$ cat config.mk
export PLATFORM = sky130hd
export DESIGN_NAME = spfic_top
export DESIGN_NICKNAME = d
export VERILOG_FILES = /design/src/pkg/spfic_pkg.sv /design/src/design/spfic_fifo.sv /design/src/design/spfic_top.sv
export VERILOG_INCLUDE_DIRS = /design/src /design/src/pkg
export SDC_FILE = /design/constraint.sdc
export NUM_CORES = 1
export LEC_CHECK = 0
export BUFFER_PORTS_ARGS = -buffer_cell sky130_fd_sc_hd__buf_2
export CAP_MARGIN = 20
export CORE_MARGIN = 1
export CORE_UTILIZATION = 60
export DETAILED_ROUTE_END_ITERATION = 6
export GPL_ROUTABILITY_DRIVEN = 0
export PLACE_DENSITY = 0.78
export SLEW_MARGIN = 20
export SYNTH_ARGS = -nofsm -noshare
export SYNTH_HDL_FRONTEND = slang
export SYNTH_SLANG_ARGS = --single-unit
export TNS_END_PERCENT = 100
$ cat constraint.sdc
create_clock -name mclk -period 7.9 [get_ports mclk]
set_input_delay 1.185 -clock mclk [delete_from_list [all_inputs] [get_ports mclk]]
set_output_delay 1.185 -clock mclk [all_outputs]
set_load 0.01 [all_outputs]
$ cat src/pkg/spfic_map.svh
// register offsets, limits, reset values and timing constants
`ifndef SPFIC_MAP_SVH
`define SPFIC_MAP_SVH
`define SPFIC_A_CFG 4'h0
`define SPFIC_A_DIV 4'h1
`define SPFIC_A_TMO 4'h2
`define SPFIC_A_COL 4'h3
`define SPFIC_A_RST 4'h4
`define SPFIC_A_ID 4'h5
`define SPFIC_A_TXD 4'h6
`define SPFIC_A_RXD 4'h7
`define SPFIC_A_STS 4'h8
`define SPFIC_A_CMD 4'h9
`define SPFIC_DIV_RST 20'h00823
`define SPFIC_DIV_MIN 20'h00087
`define SPFIC_DIV_MAX 20'hCB735
`define SPFIC_OFF_MAX 7'h63
`define SPFIC_COL_MAX 10'h3E7
`define SPFIC_HR_MIN 7'h01
`define SPFIC_HR_MAX 7'h63
`define SPFIC_ID_MAX 17'h0FFFF
`define SPFIC_CLK_HZ 250000000
`define SPFIC_MS_NS 1000000
`define SPFIC_CLK_NS 4
`define SPFIC_MS_CYC (`SPFIC_MS_NS / `SPFIC_CLK_NS)
`define SPFIC_MIN_MS 60000
`define SPFIC_HR_MIN_CNT 60
`define SPFIC_RPT_LEN 4'h8
`define SPFIC_LF 8'h0A
`define SPFIC_CR 8'h0D
`define SPFIC_ASC0 8'h30
`define SPFIC_ASCA 8'h41
`define SPFIC_FIFO_D 4
`endif

$ cat src/pkg/spfic_pkg.sv
// types shared by the serial port block
`default_nettype none
package spfic_pkg;
   typedef enum logic [2:0] {
      SPFIC_PAR_NONE, SPFIC_PAR_EVEN, SPFIC_PAR_ODD,
      SPFIC_PAR_SPACE, SPFIC_PAR_MARK
   } spfic_par_t;
   typedef enum logic [2:0] {
      SPFIC_IF_232, SPFIC_IF_232HS, SPFIC_IF_485, SPFIC_IF_422,
      SPFIC_IF_AUTO
   } spfic_if_t;
   typedef struct packed {
      logic [1:0] port_sel;
      logic rpt_en;
      spfic_if_t intf;
      logic two_stop;
      logic [1:0] dbits;
      spfic_par_t parity;
   } spfic_cfg_t;
   typedef struct packed {
      logic txd;
      logic rts;
      logic de;
   } spfic_line_t;
endpackage
`default_nettype wire

$ cat src/design/spfic_fifo.sv
// small first-in first-out buffer with valid and ready on both sides
`default_nettype none
module spfic_fifo #(
   parameter int WIDTH = 8,
   parameter int DEPTH = 4
) (
   // clocking
   input wire logic mclk,
   input wire logic rstn,
   input wire logic ce,
   // fill side
   input wire logic in_valid,
   output logic in_ready,
   input wire logic [WIDTH-1:0] in_data,
   // drain side
   output logic out_valid,
   input wire logic out_ready,
   output logic [WIDTH-1:0] out_data
);
   localparam int AW = $clog2(DEPTH);
   logic [WIDTH-1:0] mem [DEPTH];
   logic [AW-1:0] wp_reg, rp_reg;
   logic [AW:0] cnt_reg;
   logic push, pop;
   assign in_ready = (cnt_reg != (AW+1)'(DEPTH));
   assign out_valid = (cnt_reg != '0);
   assign out_data = mem[rp_reg];
   assign push = ce && in_valid && in_ready;
   assign pop = ce && out_valid && out_ready;
   always_ff @(posedge mclk) begin
      if (push) begin
         mem[wp_reg] <= in_data;
      end
   end
   always_ff @(posedge mclk or negedge rstn) begin
      if (!rstn) begin
         wp_reg <= '0;
         rp_reg <= '0;
         cnt_reg <= '0;
      end else begin
         if (push) begin
            wp_reg <= (wp_reg == AW'(DEPTH-1)) ? '0 : wp_reg + 1'b1;
         end
         if (pop) begin
            rp_reg <= (rp_reg == AW'(DEPTH-1)) ? '0 : rp_reg + 1'b1;
         end
         cnt_reg <= cnt_reg + (AW+1)'(push) - (AW+1)'(pop);
      end
   end
endmodule
`default_nettype wire

$ cat src/design/spfic_top.sv
// serial port framing, line modes, idle timers and id report
`include "spfic_map.svh"
`default_nettype none
// Overview of operation
// - baud divisor covers 300 to 1953125 bps
// - parity none, even, odd, space, mark
// - five to eight data bits, one/two stops
// - plain mode ignores and drives no handshake
// - handshake mode: cts pauses, rts signals room
// - half duplex: rts enables driver while sending
// - full duplex sends and receives together
// - auto mode picks full or half duplex
// - off-line timeout 0 to 99 minutes
// - collect periods 0 to 999 milliseconds
// - auto restart after 1 to 99 idle hours
// - id report sent on socket connect
// - report: five digits, port letter, lf, cr
// - line feed 10 then carriage return 13
// - id 0 to 65535, report switchable
module spfic_top (
   // clocking
   input wire logic mclk,
   input wire logic rstn,
   input wire logic ce,
   // register port
   input wire logic [3:0] addr,
   input wire logic [31:0] wdata,
   input wire logic wr,
   input wire logic rd,
   output logic [31:0] rdata,
   // serial line
   input wire logic rxd,
   input wire logic cts,
   input wire logic dev_4wire,
   output spfic_pkg::spfic_line_t line,
   // network side events
   input wire logic sock_conn,
   output logic off_line,
   output logic restart_req,
   output logic rx_pkt_rdy,
   output logic tx_pkt_go
);
   import spfic_pkg::*;
   spfic_cfg_t cfg_reg;
   logic [19:0] div_reg;
   logic [6:0] off_reg, hr_reg;
   logic [9:0] ctx_reg, crx_reg;
   logic [15:0] id_reg;
   spfic_if_t eff_if;
   logic half;
   // configuration writes; out of range divisor, timeout, collect and restart values are clipped, the id keeps its low 16 bits
   always_ff @(posedge mclk or negedge rstn) begin
      if (!rstn) begin
         cfg_reg <= '0;
         div_reg <= `SPFIC_DIV_RST;
         off_reg <= '0;
         hr_reg <= `SPFIC_HR_MIN;
         ctx_reg <= '0;
         crx_reg <= '0;
         id_reg <= '0;
      end else if (ce && wr) begin
         unique case (addr)
            `SPFIC_A_CFG: cfg_reg <= spfic_cfg_t'(wdata[$bits(spfic_cfg_t)-1:0]);
            `SPFIC_A_DIV: begin
               if (wdata[19:0] < `SPFIC_DIV_MIN) begin
                  div_reg <= `SPFIC_DIV_MIN;
               end else if (wdata[19:0] > `SPFIC_DIV_MAX) begin
                  div_reg <= `SPFIC_DIV_MAX;
               end else begin
                  div_reg <= wdata[19:0];
               end
            end
            `SPFIC_A_TMO: off_reg <= (wdata[6:0] > `SPFIC_OFF_MAX) ?
               `SPFIC_OFF_MAX : wdata[6:0];
            `SPFIC_A_COL: begin
               ctx_reg <= (wdata[9:0] > `SPFIC_COL_MAX) ?
                  `SPFIC_COL_MAX : wdata[9:0];
               crx_reg <= (wdata[25:16] > `SPFIC_COL_MAX) ?
                  `SPFIC_COL_MAX : wdata[25:16];
            end
            `SPFIC_A_RST: begin
               if (wdata[6:0] > `SPFIC_HR_MAX) begin
                  hr_reg <= `SPFIC_HR_MAX;
               end else if (wdata[6:0] < `SPFIC_HR_MIN) begin
                  hr_reg <= `SPFIC_HR_MIN;
               end else begin
                  hr_reg <= wdata[6:0];
               end
            end
            `SPFIC_A_ID: id_reg <= wdata[15:0];
            default: ;
         endcase
      end
   end
   // auto mode: the attached device's wiring strap picks the duplex
   always_comb begin
      eff_if = cfg_reg.intf;
      if (cfg_reg.intf == SPFIC_IF_AUTO) begin
         eff_if = dev_4wire ? SPFIC_IF_422 : SPFIC_IF_485;
      end
   end
   assign half = (eff_if == SPFIC_IF_485);
   // shared tick generators: bit sample tick at 16x, millisecond
   logic [15:0] bdiv_reg;
   logic tick16;
   logic [17:0] ms_cnt_reg;
   logic ms_tick;
   assign tick16 = (bdiv_reg == '0);
   assign ms_tick = (ms_cnt_reg == '0);
   always_ff @(posedge mclk or negedge rstn) begin
      if (!rstn) begin
         bdiv_reg <= '0;
         ms_cnt_reg <= '0;
      end else if (ce) begin
         // bit period is the divisor rounded down to a multiple of 16 clocks, so 300 bps needs all 20 bits
         bdiv_reg <= tick16 ? div_reg[19:4] - 16'h0001 :
            bdiv_reg - 1'b1;
         ms_cnt_reg <= ms_tick ? 18'(`SPFIC_MS_CYC - 1) : ms_cnt_reg - 1'b1;
      end
   end
   // character width helpers
   logic [3:0] nbits;
   assign nbits = 4'd5 + {2'b00, cfg_reg.dbits};
   function automatic logic par_bit(input logic [7:0] d, input logic [3:0] n,
                                    input spfic_par_t p);
      logic x;
      x = ^(d & (8'hFF >> (4'd8 - n)));
      unique case (p)
         SPFIC_PAR_EVEN: par_bit = x;
         SPFIC_PAR_ODD: par_bit = ~x;
         SPFIC_PAR_MARK: par_bit = 1'b1;
         default: par_bit = 1'b0;
      endcase
   endfunction
   // receiver
   typedef enum logic [2:0] {RX_IDLE, RX_START, RX_DATA, RX_PAR, RX_STOP}
      spfic_rx_t;
   spfic_rx_t rx_st_reg;
   logic [3:0] rx_ph_reg, rx_n_reg;
   logic [7:0] rx_sh_reg;
   logic rx_perr_reg, rx_ferr_reg, rx_done;
   logic rx_gate;
   // half duplex deafens the receiver while our own driver is on
   assign rx_gate = half && line.de;
   assign rx_done = ce && tick16 && rx_st_reg == RX_STOP && rx_ph_reg == 4'hF;
   always_ff @(posedge mclk or negedge rstn) begin
      if (!rstn) begin
         rx_st_reg <= RX_IDLE;
         rx_ph_reg <= '0;
         rx_n_reg <= '0;
         rx_sh_reg <= '0;
         rx_perr_reg <= 1'b0;
         rx_ferr_reg <= 1'b0;
      end else if (ce && tick16) begin
         rx_ph_reg <= rx_ph_reg + 1'b1;
         unique case (rx_st_reg)
            RX_IDLE: begin
               rx_ph_reg <= '0;
               if (!rxd && !rx_gate) begin
                  rx_st_reg <= RX_START;
               end
            end
            RX_START: if (rx_ph_reg == 4'h7) begin
               rx_ph_reg <= '0;
               rx_n_reg <= '0;
               rx_st_reg <= rxd ? RX_IDLE : RX_DATA;
            end
            RX_DATA: if (rx_ph_reg == 4'hF) begin
               rx_sh_reg <= {rxd, rx_sh_reg[7:1]};
               rx_n_reg <= rx_n_reg + 1'b1;
               if (rx_n_reg == nbits - 1'b1) begin
                  rx_st_reg <= (cfg_reg.parity == SPFIC_PAR_NONE) ?
                     RX_STOP : RX_PAR;
               end
            end
            RX_PAR: if (rx_ph_reg == 4'hF) begin
               rx_perr_reg <= rxd != par_bit(rx_sh_reg >> (4'd8 - nbits),
                  nbits, cfg_reg.parity);
               rx_st_reg <= RX_STOP;
            end
            RX_STOP: if (rx_ph_reg == 4'hF) begin
               rx_ferr_reg <= !rxd; // only the first stop is checked
               rx_st_reg <= RX_IDLE;
            end
            default: rx_st_reg <= RX_IDLE;
         endcase
      end
   end
   // received characters queue toward the network side
   logic rxq_valid, rxq_ready, rxq_in_ready;
   logic [7:0] rxq_data;
   spfic_fifo #(.WIDTH(8), .DEPTH(`SPFIC_FIFO_D)) u_rxq (
      .mclk(mclk), .rstn(rstn), .ce(ce),
      .in_valid(rx_done), .in_ready(rxq_in_ready),
      .in_data(rx_sh_reg >> (4'd8 - nbits)),
      .out_valid(rxq_valid), .out_ready(rxq_ready), .out_data(rxq_data));
   // software pops the queue by reading the data register
   assign rxq_ready = rd && addr == `SPFIC_A_RXD;
   // transmitter; source is the report engine first, then software
   typedef enum logic [2:0] {TX_IDLE, TX_START, TX_DATA, TX_PAR, TX_STOP}
      spfic_tx_t;
   spfic_tx_t tx_st_reg;
   logic [3:0] tx_ph_reg, tx_n_reg;
   logic [7:0] tx_sh_reg;
   logic tx_par_reg, tx_stop2_reg;
   logic txq_valid, txq_ready, txq_in_ready, tx_wr;
   logic [7:0] txq_data;
   logic cts_ok, tx_take;
   logic [3:0] rpt_idx_reg;
   logic [2:0] dig_n_reg;
   logic [7:0] rpt_byte;
   logic rpt_busy, rpt_go;
   assign tx_wr = ce && wr && addr == `SPFIC_A_TXD;
   spfic_fifo #(.WIDTH(8), .DEPTH(`SPFIC_FIFO_D)) u_txq (
      .mclk(mclk), .rstn(rstn), .ce(ce),
      .in_valid(tx_wr), .in_ready(txq_in_ready), .in_data(wdata[7:0]),
      .out_valid(txq_valid), .out_ready(txq_ready), .out_data(txq_data));
   assign cts_ok = (eff_if != SPFIC_IF_232HS) || cts;
   assign rpt_busy = rpt_idx_reg != `SPFIC_RPT_LEN;
   // report waits for its digits, and goes ahead of queued data
   assign rpt_go = rpt_busy && dig_n_reg == '0;
   assign tx_take = ce && tick16 && tx_st_reg == TX_IDLE && cts_ok &&
      (rpt_go || (!rpt_busy && txq_valid));
   assign txq_ready = tx_take && !rpt_busy;
   always_ff @(posedge mclk or negedge rstn) begin
      if (!rstn) begin
         tx_st_reg <= TX_IDLE;
         tx_ph_reg <= '0;
         tx_n_reg <= '0;
         tx_sh_reg <= '0;
         tx_par_reg <= 1'b0;
         tx_stop2_reg <= 1'b0;
      end else if (ce && tick16) begin
         tx_ph_reg <= tx_ph_reg + 1'b1;
         unique case (tx_st_reg)
            TX_IDLE: begin
               tx_ph_reg <= '0;
               if (tx_take) begin
                  tx_sh_reg <= rpt_busy ? rpt_byte : txq_data;
                  tx_par_reg <= par_bit(rpt_busy ? rpt_byte : txq_data,
                     nbits, cfg_reg.parity);
                  tx_stop2_reg <= cfg_reg.two_stop;
                  tx_st_reg <= TX_START;
               end
            end
            TX_START: if (tx_ph_reg == 4'hF) begin
               tx_n_reg <= '0;
               tx_st_reg <= TX_DATA;
            end
            TX_DATA: if (tx_ph_reg == 4'hF) begin
               tx_sh_reg <= tx_sh_reg >> 1;
               tx_n_reg <= tx_n_reg + 1'b1;
               if (tx_n_reg == nbits - 1'b1) begin
                  tx_st_reg <= (cfg_reg.parity == SPFIC_PAR_NONE) ?
                     TX_STOP : TX_PAR;
               end
            end
            TX_PAR: if (tx_ph_reg == 4'hF) begin
               tx_st_reg <= TX_STOP;
            end
            TX_STOP: if (tx_ph_reg == 4'hF) begin
               tx_stop2_reg <= 1'b0;
               tx_st_reg <= tx_stop2_reg ? TX_STOP : TX_IDLE;
            end
            default: tx_st_reg <= TX_IDLE;
         endcase
      end
   end
   // line pins; rts means room in half duplex it keys the driver
   always_ff @(posedge mclk or negedge rstn) begin
      if (!rstn) begin
         line <= '{txd: 1'b1, rts: 1'b0, de: 1'b0};
      end else if (ce) begin
         unique case (tx_st_reg)
            TX_START: line.txd <= 1'b0;
            TX_DATA: line.txd <= tx_sh_reg[0];
            TX_PAR: line.txd <= tx_par_reg;
            default: line.txd <= 1'b1;
         endcase
         unique case (eff_if)
            SPFIC_IF_232HS: line.rts <= rxq_in_ready;
            SPFIC_IF_485: line.rts <= tx_st_reg != TX_IDLE;
            default: line.rts <= 1'b0;
         endcase
         // full duplex keeps the driver on so both pairs run together
         line.de <= half ? tx_st_reg != TX_IDLE :
            eff_if == SPFIC_IF_422;
      end
   end
   // id report: five decimal digits, port letter, lf, cr
   logic [16:0] dec_reg;
   logic [7:0] dig_reg [5];
   always_ff @(posedge mclk or negedge rstn) begin
      if (!rstn) begin
         rpt_idx_reg <= `SPFIC_RPT_LEN;
         dec_reg <= '0;
         dig_n_reg <= '0;
         for (int i = 0; i < 5; i++) begin
            dig_reg[i] <= `SPFIC_ASC0;
         end
      end else if (ce) begin
         if (sock_conn && cfg_reg.rpt_en && !rpt_busy) begin
            rpt_idx_reg <= '0;
            dec_reg <= {1'b0, id_reg};
            dig_n_reg <= 3'd5;
         end else if (dig_n_reg != '0) begin
            // one digit per cycle, least significant first
            dig_reg[dig_n_reg - 1'b1] <= `SPFIC_ASC0 + 8'(dec_reg % 17'd10);
            dec_reg <= dec_reg / 17'd10;
            dig_n_reg <= dig_n_reg - 1'b1;
         end else if (tx_take && rpt_busy) begin
            rpt_idx_reg <= rpt_idx_reg + 1'b1;
         end
      end
   end
   always_comb begin
      unique case (rpt_idx_reg)
         4'd5: rpt_byte = `SPFIC_ASCA + {6'h00, cfg_reg.port_sel};
         4'd6: rpt_byte = `SPFIC_LF;
         4'd7: rpt_byte = `SPFIC_CR;
         default: rpt_byte = (rpt_idx_reg < 4'd5) ?
            dig_reg[rpt_idx_reg[2:0]] : 8'h00;
      endcase
   end
   // idle timers in milliseconds, reloaded on each received character
   logic [16:0] off_ms_reg;
   logic [6:0] off_min_reg;
   logic [9:0] col_rx_reg, col_tx_reg;
   logic [5:0] hr_min_reg;
   logic [6:0] hr_cnt_reg;
   always_ff @(posedge mclk or negedge rstn) begin
      if (!rstn) begin
         off_ms_reg <= '0;
         off_min_reg <= '0;
         off_line <= 1'b0;
         hr_min_reg <= '0;
         hr_cnt_reg <= '0;
         restart_req <= 1'b0;
      end else if (ce) begin
         restart_req <= 1'b0;
         if (rx_done || sock_conn) begin
            off_ms_reg <= '0;
            off_min_reg <= '0;
            hr_min_reg <= '0;
            hr_cnt_reg <= '0;
            off_line <= 1'b0;
         end else if (ms_tick) begin
            if (off_ms_reg == 17'(`SPFIC_MIN_MS - 1)) begin
               off_ms_reg <= '0;
               if (off_reg != '0 && off_min_reg + 1'b1 >= off_reg) begin
                  off_line <= 1'b1;
               end
               off_min_reg <= off_min_reg + 1'b1;
               if (hr_min_reg == 6'(`SPFIC_HR_MIN_CNT - 1)) begin
                  hr_min_reg <= '0;
                  if (hr_cnt_reg + 1'b1 >= hr_reg) begin
                     restart_req <= 1'b1;
                     hr_cnt_reg <= '0;
                  end else begin
                     hr_cnt_reg <= hr_cnt_reg + 1'b1;
                  end
               end else begin
                  hr_min_reg <= hr_min_reg + 1'b1;
               end
            end else begin
               off_ms_reg <= off_ms_reg + 1'b1;
            end
         end
      end
   end
   // collect timers: forward after the period, at once if period is zero
   always_ff @(posedge mclk or negedge rstn) begin
      if (!rstn) begin
         col_rx_reg <= '0;
         col_tx_reg <= '0;
         rx_pkt_rdy <= 1'b0;
         tx_pkt_go <= 1'b0;
      end else if (ce) begin
         rx_pkt_rdy <= 1'b0;
         tx_pkt_go <= 1'b0;
         if (rx_done) begin
            col_rx_reg <= crx_reg;
            rx_pkt_rdy <= crx_reg == '0;
         end else if (ms_tick && col_rx_reg != '0) begin
            col_rx_reg <= col_rx_reg - 1'b1;
            rx_pkt_rdy <= col_rx_reg == 10'h001;
         end
         if (tx_wr) begin
            col_tx_reg <= ctx_reg;
            tx_pkt_go <= ctx_reg == '0;
         end else if (ms_tick && col_tx_reg != '0) begin
            col_tx_reg <= col_tx_reg - 1'b1;
            tx_pkt_go <= col_tx_reg == 10'h001;
         end
      end
   end
   // read port, data one cycle after the strobe
   always_ff @(posedge mclk or negedge rstn) begin
      if (!rstn) begin
         rdata <= '0;
      end else if (ce) begin
         rdata <= '0;
         if (rd) begin
            unique case (addr)
               `SPFIC_A_CFG: rdata <= 32'(cfg_reg);
               `SPFIC_A_DIV: rdata <= {12'h000, div_reg};
               `SPFIC_A_TMO: rdata <= {25'h0, off_reg};
               `SPFIC_A_COL: rdata <= {6'h00, crx_reg, 6'h00, ctx_reg};
               `SPFIC_A_RST: rdata <= {25'h0, hr_reg};
               `SPFIC_A_ID: rdata <= {16'h0000, id_reg};
               `SPFIC_A_RXD: rdata <= {23'h0, rxq_valid, rxq_data};
               `SPFIC_A_STS: rdata <= {24'h0, half, rpt_busy, off_line,
                  rx_perr_reg, rx_ferr_reg, txq_in_ready, rxq_valid,
                  tx_st_reg != TX_IDLE};
               default: rdata <= '0;
            endcase
         end
      end
   end
   // checks
   rts_keys_a: assert property (@(posedge mclk) disable iff (!rstn)
      ce && eff_if == SPFIC_IF_485 && tx_st_reg == TX_START |=> line.rts)
      else $error("driver not keyed while sending");
   plain_rts_a: assert property (@(posedge mclk) disable iff (!rstn)
      $past(ce) && $past(eff_if == SPFIC_IF_232) |-> !line.rts)
      else $error("handshake driven in plain mode");
   cts_hold_a: assert property (@(posedge mclk) disable iff (!rstn)
      eff_if == SPFIC_IF_232HS && !cts |-> !tx_take)
      else $error("sent while cts withheld");
   lf_byte_a: assert property (@(posedge mclk) disable iff (!rstn)
      rpt_idx_reg == 4'd6 |-> rpt_byte == 8'h0A)
      else $error("bad line feed");
   cr_byte_a: assert property (@(posedge mclk) disable iff (!rstn)
      rpt_idx_reg == 4'd7 |-> rpt_byte == 8'h0D)
      else $error("bad carriage return");
   rpt_start_a: assert property (@(posedge mclk) disable iff (!rstn)
      ce && sock_conn && cfg_reg.rpt_en && !rpt_busy |=> rpt_idx_reg == '0)
      else $error("report not started");
   dig_wait_a: assert property (@(posedge mclk) disable iff (!rstn)
      dig_n_reg != '0 |-> !tx_take)
      else $error("report sent before digits built");
   off_clear_a: assert property (@(posedge mclk) disable iff (!rstn)
      rx_done |=> !off_line)
      else $error("off-line kept after input");
   off_zero_a: assert property (@(posedge mclk) disable iff (!rstn)
      off_reg == '0 && !off_line |=> !off_line)
      else $error("timeout fired while disabled");
   col_zero_a: assert property (@(posedge mclk) disable iff (!rstn)
      rx_done && crx_reg == '0 |=> rx_pkt_rdy)
      else $error("zero collect not immediate");
   rx_char_c: cover property (@(posedge mclk) disable iff (!rstn) rx_done);
   rpt_c: cover property (@(posedge mclk) disable iff (!rstn)
      rpt_idx_reg == 4'd7 && tx_take);
   off_c: cover property (@(posedge mclk) disable iff (!rstn)
      $rose(off_line));
endmodule
`default_nettype wire

==> flow_metrics.env <==
export IMPL_via_per_inst=6.39
export IMPL_grt_pass1_vias=16800
export IMPL_core_area_sq_um=34900
export IMPL_pin_count=84
export IMPL_hold_worst_slack_ns=0.467
export IMPL_dieArea_sq_um=36600
export IMPL_setup_viol=0
export IMPL_leakagePower_nw=10.2
export IMPL_arrival_ns=7.67
export IMPL_synth_edff_count=64
export IMPL_synth_top_family_by_area="simple AND/OR/NAND/NOR gates"
export IMPL_wl_per_cell_um=19.6
export IMPL_cap_viol_max_count=0
export IMPL_skew_ns=0.0198
export IMPL_reg2reg_from="dec_reg[13]$_DFFE_PN0P_"
export IMPL_cp_slowest_cell="or4_1"
export IMPL_ir_worst_vdd_uv=328
export IMPL_startpoint_type="flop"
export IMPL_internal_power_w=0.00462
export IMPL_die_x_um=191
export IMPL_clk_insertion_delay_late_ns=0.55
export IMPL_pwr_share_comb_pct=36.1
export IMPL_placed_area_sq_um=22100
export IMPL_stdcell_area_sq_um=23500
export IMPL_grt_pass1_wl_um=86900
export IMPL_die_h_um=191
export IMPL_overflow=0
export IMPL_initial_core_util_pct=61.7
export IMPL_avgSynthCellArea_sq_um=9.59
export IMPL_rsz0062_at_grt="false"
export IMPL_period_minus_slack_ns=7.19
export IMPL_post_cts_buffers=0
export IMPL_synthMuxAreaShare_pct=6.46
export IMPL_period_share_pct=91.0
export IMPL_cts_buffers_inserted=41
export IMPL_dp_slack_ns=0.850
export IMPL_synth_compound_area_share_pct=17.7
export IMPL_finalNetCount=2351
export IMPL_synthToLayoutAreaGrowth_pct=9.24
export IMPL_synth_fa_ha_area_share_pct=3.43
export IMPL_cts_tree="done"
export IMPL_cts_sinks=389
export IMPL_io_buffers=71
export IMPL_grt_max_degree=136
export IMPL_ys_ff_latch=389
export IMPL_required_ns=8.38
export IMPL_path_clk_slew_ns=0.06
export IMPL_p_seq_share_pct=37.7
export IMPL_synthSimpleGateAreaFrac_pct=18.6
export IMPL_setup_slack_ns=0.708
export IMPL_power_density_nw_per_um2=320
export IMPL_crit_fanout=24
export IMPL_synth_flop_cell="dfrtp_1"
export IMPL_hold_violations=0
export IMPL_synthCells=2244
export IMPL_cts_resized=0
export IMPL_grt_total_usage_pct=29.9
export IMPL_r2r_end="dig_reg[30]$_DFFE_PN0P_"
export IMPL_drt_iter0_markers=1731
export IMPL_tns_ns=0
export IMPL_synth_seq_area_share_pct=46.8
export IMPL_clockPowerShare_pct=26.2
export IMPL_hp_class="flop to flop"
export IMPL_status="finished, final reports clean"
export IMPL_cts_root_buf="clkbuf_16"
export IMPL_slew_limit_headroom_pct=23.9
export IMPL_r2r_slack_ns=0.71
export IMPL_drc=0
export IMPL_setup_worst_path_start="dec_reg[13]$_DFFE_PN0P_"
export IMPL_path_class="flop to flop"
export IMPL_switchingPower_w=0.00289
export IMPL_ys_warn_count=0
export IMPL_totalWireLength_um=53700
export IMPL_cts_max_level=2
export IMPL_cp_endpoint="dig_reg[30]$_DFFE_PN0P_"
export IMPL_path_cells="nor4b_4 > nand2_1 > and2_1 > a21oi_1 > a2111oi_0 > or4_1 > or4_1 > o311ai_1 > a211oi_2 > nor2_2 > nand2_1 > o221ai_1 > a21oi_1 > ha_1 > inv_1 > a21oi_1 > o41ai_1 > o211a_4 > nor2_2 > inv_1 > ha_1 > nand2_1 > or3_1 > nand3_1"
export IMPL_r2r_cells=24
export IMPL_cts_buffer_depth=3
export IMPL_report_final_slew_viol_count=0
export IMPL_synth_xor_area_share_pct=2.89
export IMPL_num_rows=68
export IMPL_drtPass1Iterations=7
export IMPL_synthDistinctLibCells=98
export IMPL_switching_share_pct=38.5
export IMPL_hold_buffers=0
export IMPL_layout_drive_gt1_share_pct=12.8
export IMPL_async_reset_ff_share_pct=83.5
export IMPL_critPathMaxStageDelay_ns=0.76
export IMPL_largest_register_ffs=40
export IMPL_antenna_found_initial=6
export IMPL_vias=17500
export IMPL_tightest_slew_ns=1.13
export IMPL_netlist_area_sq_um=21500
export IMPL_crit_path_end_kind="flop"
export IMPL_fmax_mhz=139
export IMPL_post_dp_hpwl_um=37100
export IMPL_drtAntennaViolNets=0
==> final cells by class <==
cell class	instances	area (sq um)
fillers	2683	11400
multi-input cells	1653	10600
flip-flops and latches	389	10100
clock buffers	57	1230
well taps	455	569
repair buffers	93	543
inverters	71	267
clock inverters	19	156
diodes	4	10.0
==> cell usage after synthesis, types with 9 or more instances <==
cell type	n	area (sq um)
nand2_1	313	1170
dfrtp_1	308	7710
o21ai_0	173	866
nor2_1	163	612
a21oi_1	123	616
clkbuf_1	101	379
nand3_1	85	425
inv_1	70	263
edfxtp_1	64	1920
nor3_1	62	310
ha_1	55	688
mux2_2	53	597
a22oi_1	42	315
xnor2_1	41	359
and3_1	31	194
xor2_1	30	263
a21o_1	29	218
mux4_2	29	653
o2bb2ai_1	29	254
nand2b_1	28	175
nand4_1	23	144
a31oi_1	22	138
nor4_1	22	138
or3_1	21	131
o31ai_1	19	143
a22o_1	17	149
and2_1	17	106
dfstp_2	17	447
nor2b_1	15	93.8
mux2i_1	14	140
nor3b_1	12	90.1
a211oi_1	10	75.1
buf_1	10	37.5
buf_2	10	50.1
o22ai_1	10	62.6
o21a_1	9	67.6
==> power by group through the flow <==
| stage | Combinational (W) | Clock (W) | Sequential, W |
|---|---|---|---|
| finish | 0.00271 | 0.00197 | 0.00283 |
| global route | 0.00301 | 0.00208 | 0.00288 |
| CTS | 0.00268 | 0.00199 | 0.00282 |
| detailed placement | 0.00266 | 0 | 0.00285 |
| global placement | 0.00255 | 0 | 0.00283 |
| floorplan | 0.00223 | 0 | 0.00267 |
==> logic make-up after synthesis <==
logic type / count (synthesis)
compound gates: 581
other cells: 1
xor+xnor: 71
mux: 96
flops: 389
simple gates: 841
fa+ha+maj: 58
buf+inv: 207
==> worst max-delay path: cells and delay by family, from the launching register on <==
| kind | cells | cell delay (ns) |
|---|---|---|
| buffers and inverters | 2 | 0.19 |
| AND/OR/NAND/NOR | 11 | 3.27 |
| AO/OA/AOI/OAI | 9 | 2.30 |
| adder cells (fa/ha/maj) | 2 | 0.62 |
| flip-flops | 1 | 0.73 |
==> metrics by stage <==
stage | utilization, % | power, W | std cells
6_report | 67.4 | 0.00751 | 2741
5_1_grt | 67.3 | 0.00798 | 2737
4_1_cts | 67.3 | 0.00749 | 2737
3_5_place_dp | 63.3 | 0.00551 | 2661
3_3_place_gp | 63.3 | 0.00538 | 2661
2_1_floorplan | - | 0.00490 | 2249
==> how the worst min path moves through the flow <==
| stage | start | endpoint | slack [ns] | cells past startpoint |
|---|---|---|---|---|
| global route | dig_reg[4]$_DFFE_PN1P_ | dig_reg[4]$_DFFE_PN1P_ | 0.48 | 2 |
| finish | dig_reg[4]$_DFFE_PN1P_ | dig_reg[4]$_DFFE_PN1P_ | 0.47 | 2 |
| CTS | dig_reg[4]$_DFFE_PN1P_ | dig_reg[4]$_DFFE_PN1P_ | 0.46 | 2 |
| floorplan | dig_reg[16]$_DFFE_PN0P_ | dig_reg[16]$_DFFE_PN0P_ | 0.44 | 2 |
| detailed placement | dig_reg[4]$_DFFE_PN1P_ | dig_reg[4]$_DFFE_PN1P_ | 0.46 | 2 |
| global placement | dig_reg[12]$_DFFE_PN1P_ | dig_reg[12]$_DFFE_PN1P_ | 0.45 | 2 |
==> per-layer routing <==
| metal | up-vias | track usage [%] | wire, um |
|---|---|---|---|
| met1 | 8572 | 41.8 | 22900 |
| met2 | 646 | 48.1 | 25300 |
| met3 | 107 | 4.79 | 4230 |
| li1 | 8189 | - | - |
| met4 | 8 | 8.76 | 1270 |
| met5 | - | 0 | 46 |
==> placed cells by master (no fill, tap or decap), types with 10 or more instances in the layout <==
cell / instances
nand2_1: 313
xor2_1: 30
a22o_1: 17
a31oi_1: 22
a21o_1: 29
nor3b_1: 12
dfrtp_1: 308
mux4_2: 29
o31ai_1: 19
o21ai_0: 172
nor3_1: 58
nor2_1: 162
nand2b_1: 28
nand4_1: 23
xnor2_1: 41
and3_1: 31
inv_1: 70
and2_1: 17
or3_1: 21
edfxtp_1: 64
a21oi_1: 123
buf_4: 21
ha_1: 55
nand3_1: 85
dfstp_2: 17
a22oi_1: 42
clkbuf_16: 44
mux2_2: 53
nor2b_1: 15
o2bb2ai_1: 29
o22ai_1: 10
a211oi_1: 10
buf_2: 70
nor4_1: 19
mux2i_1: 14
Note: power is estimated with default switching activity, not from simulation.
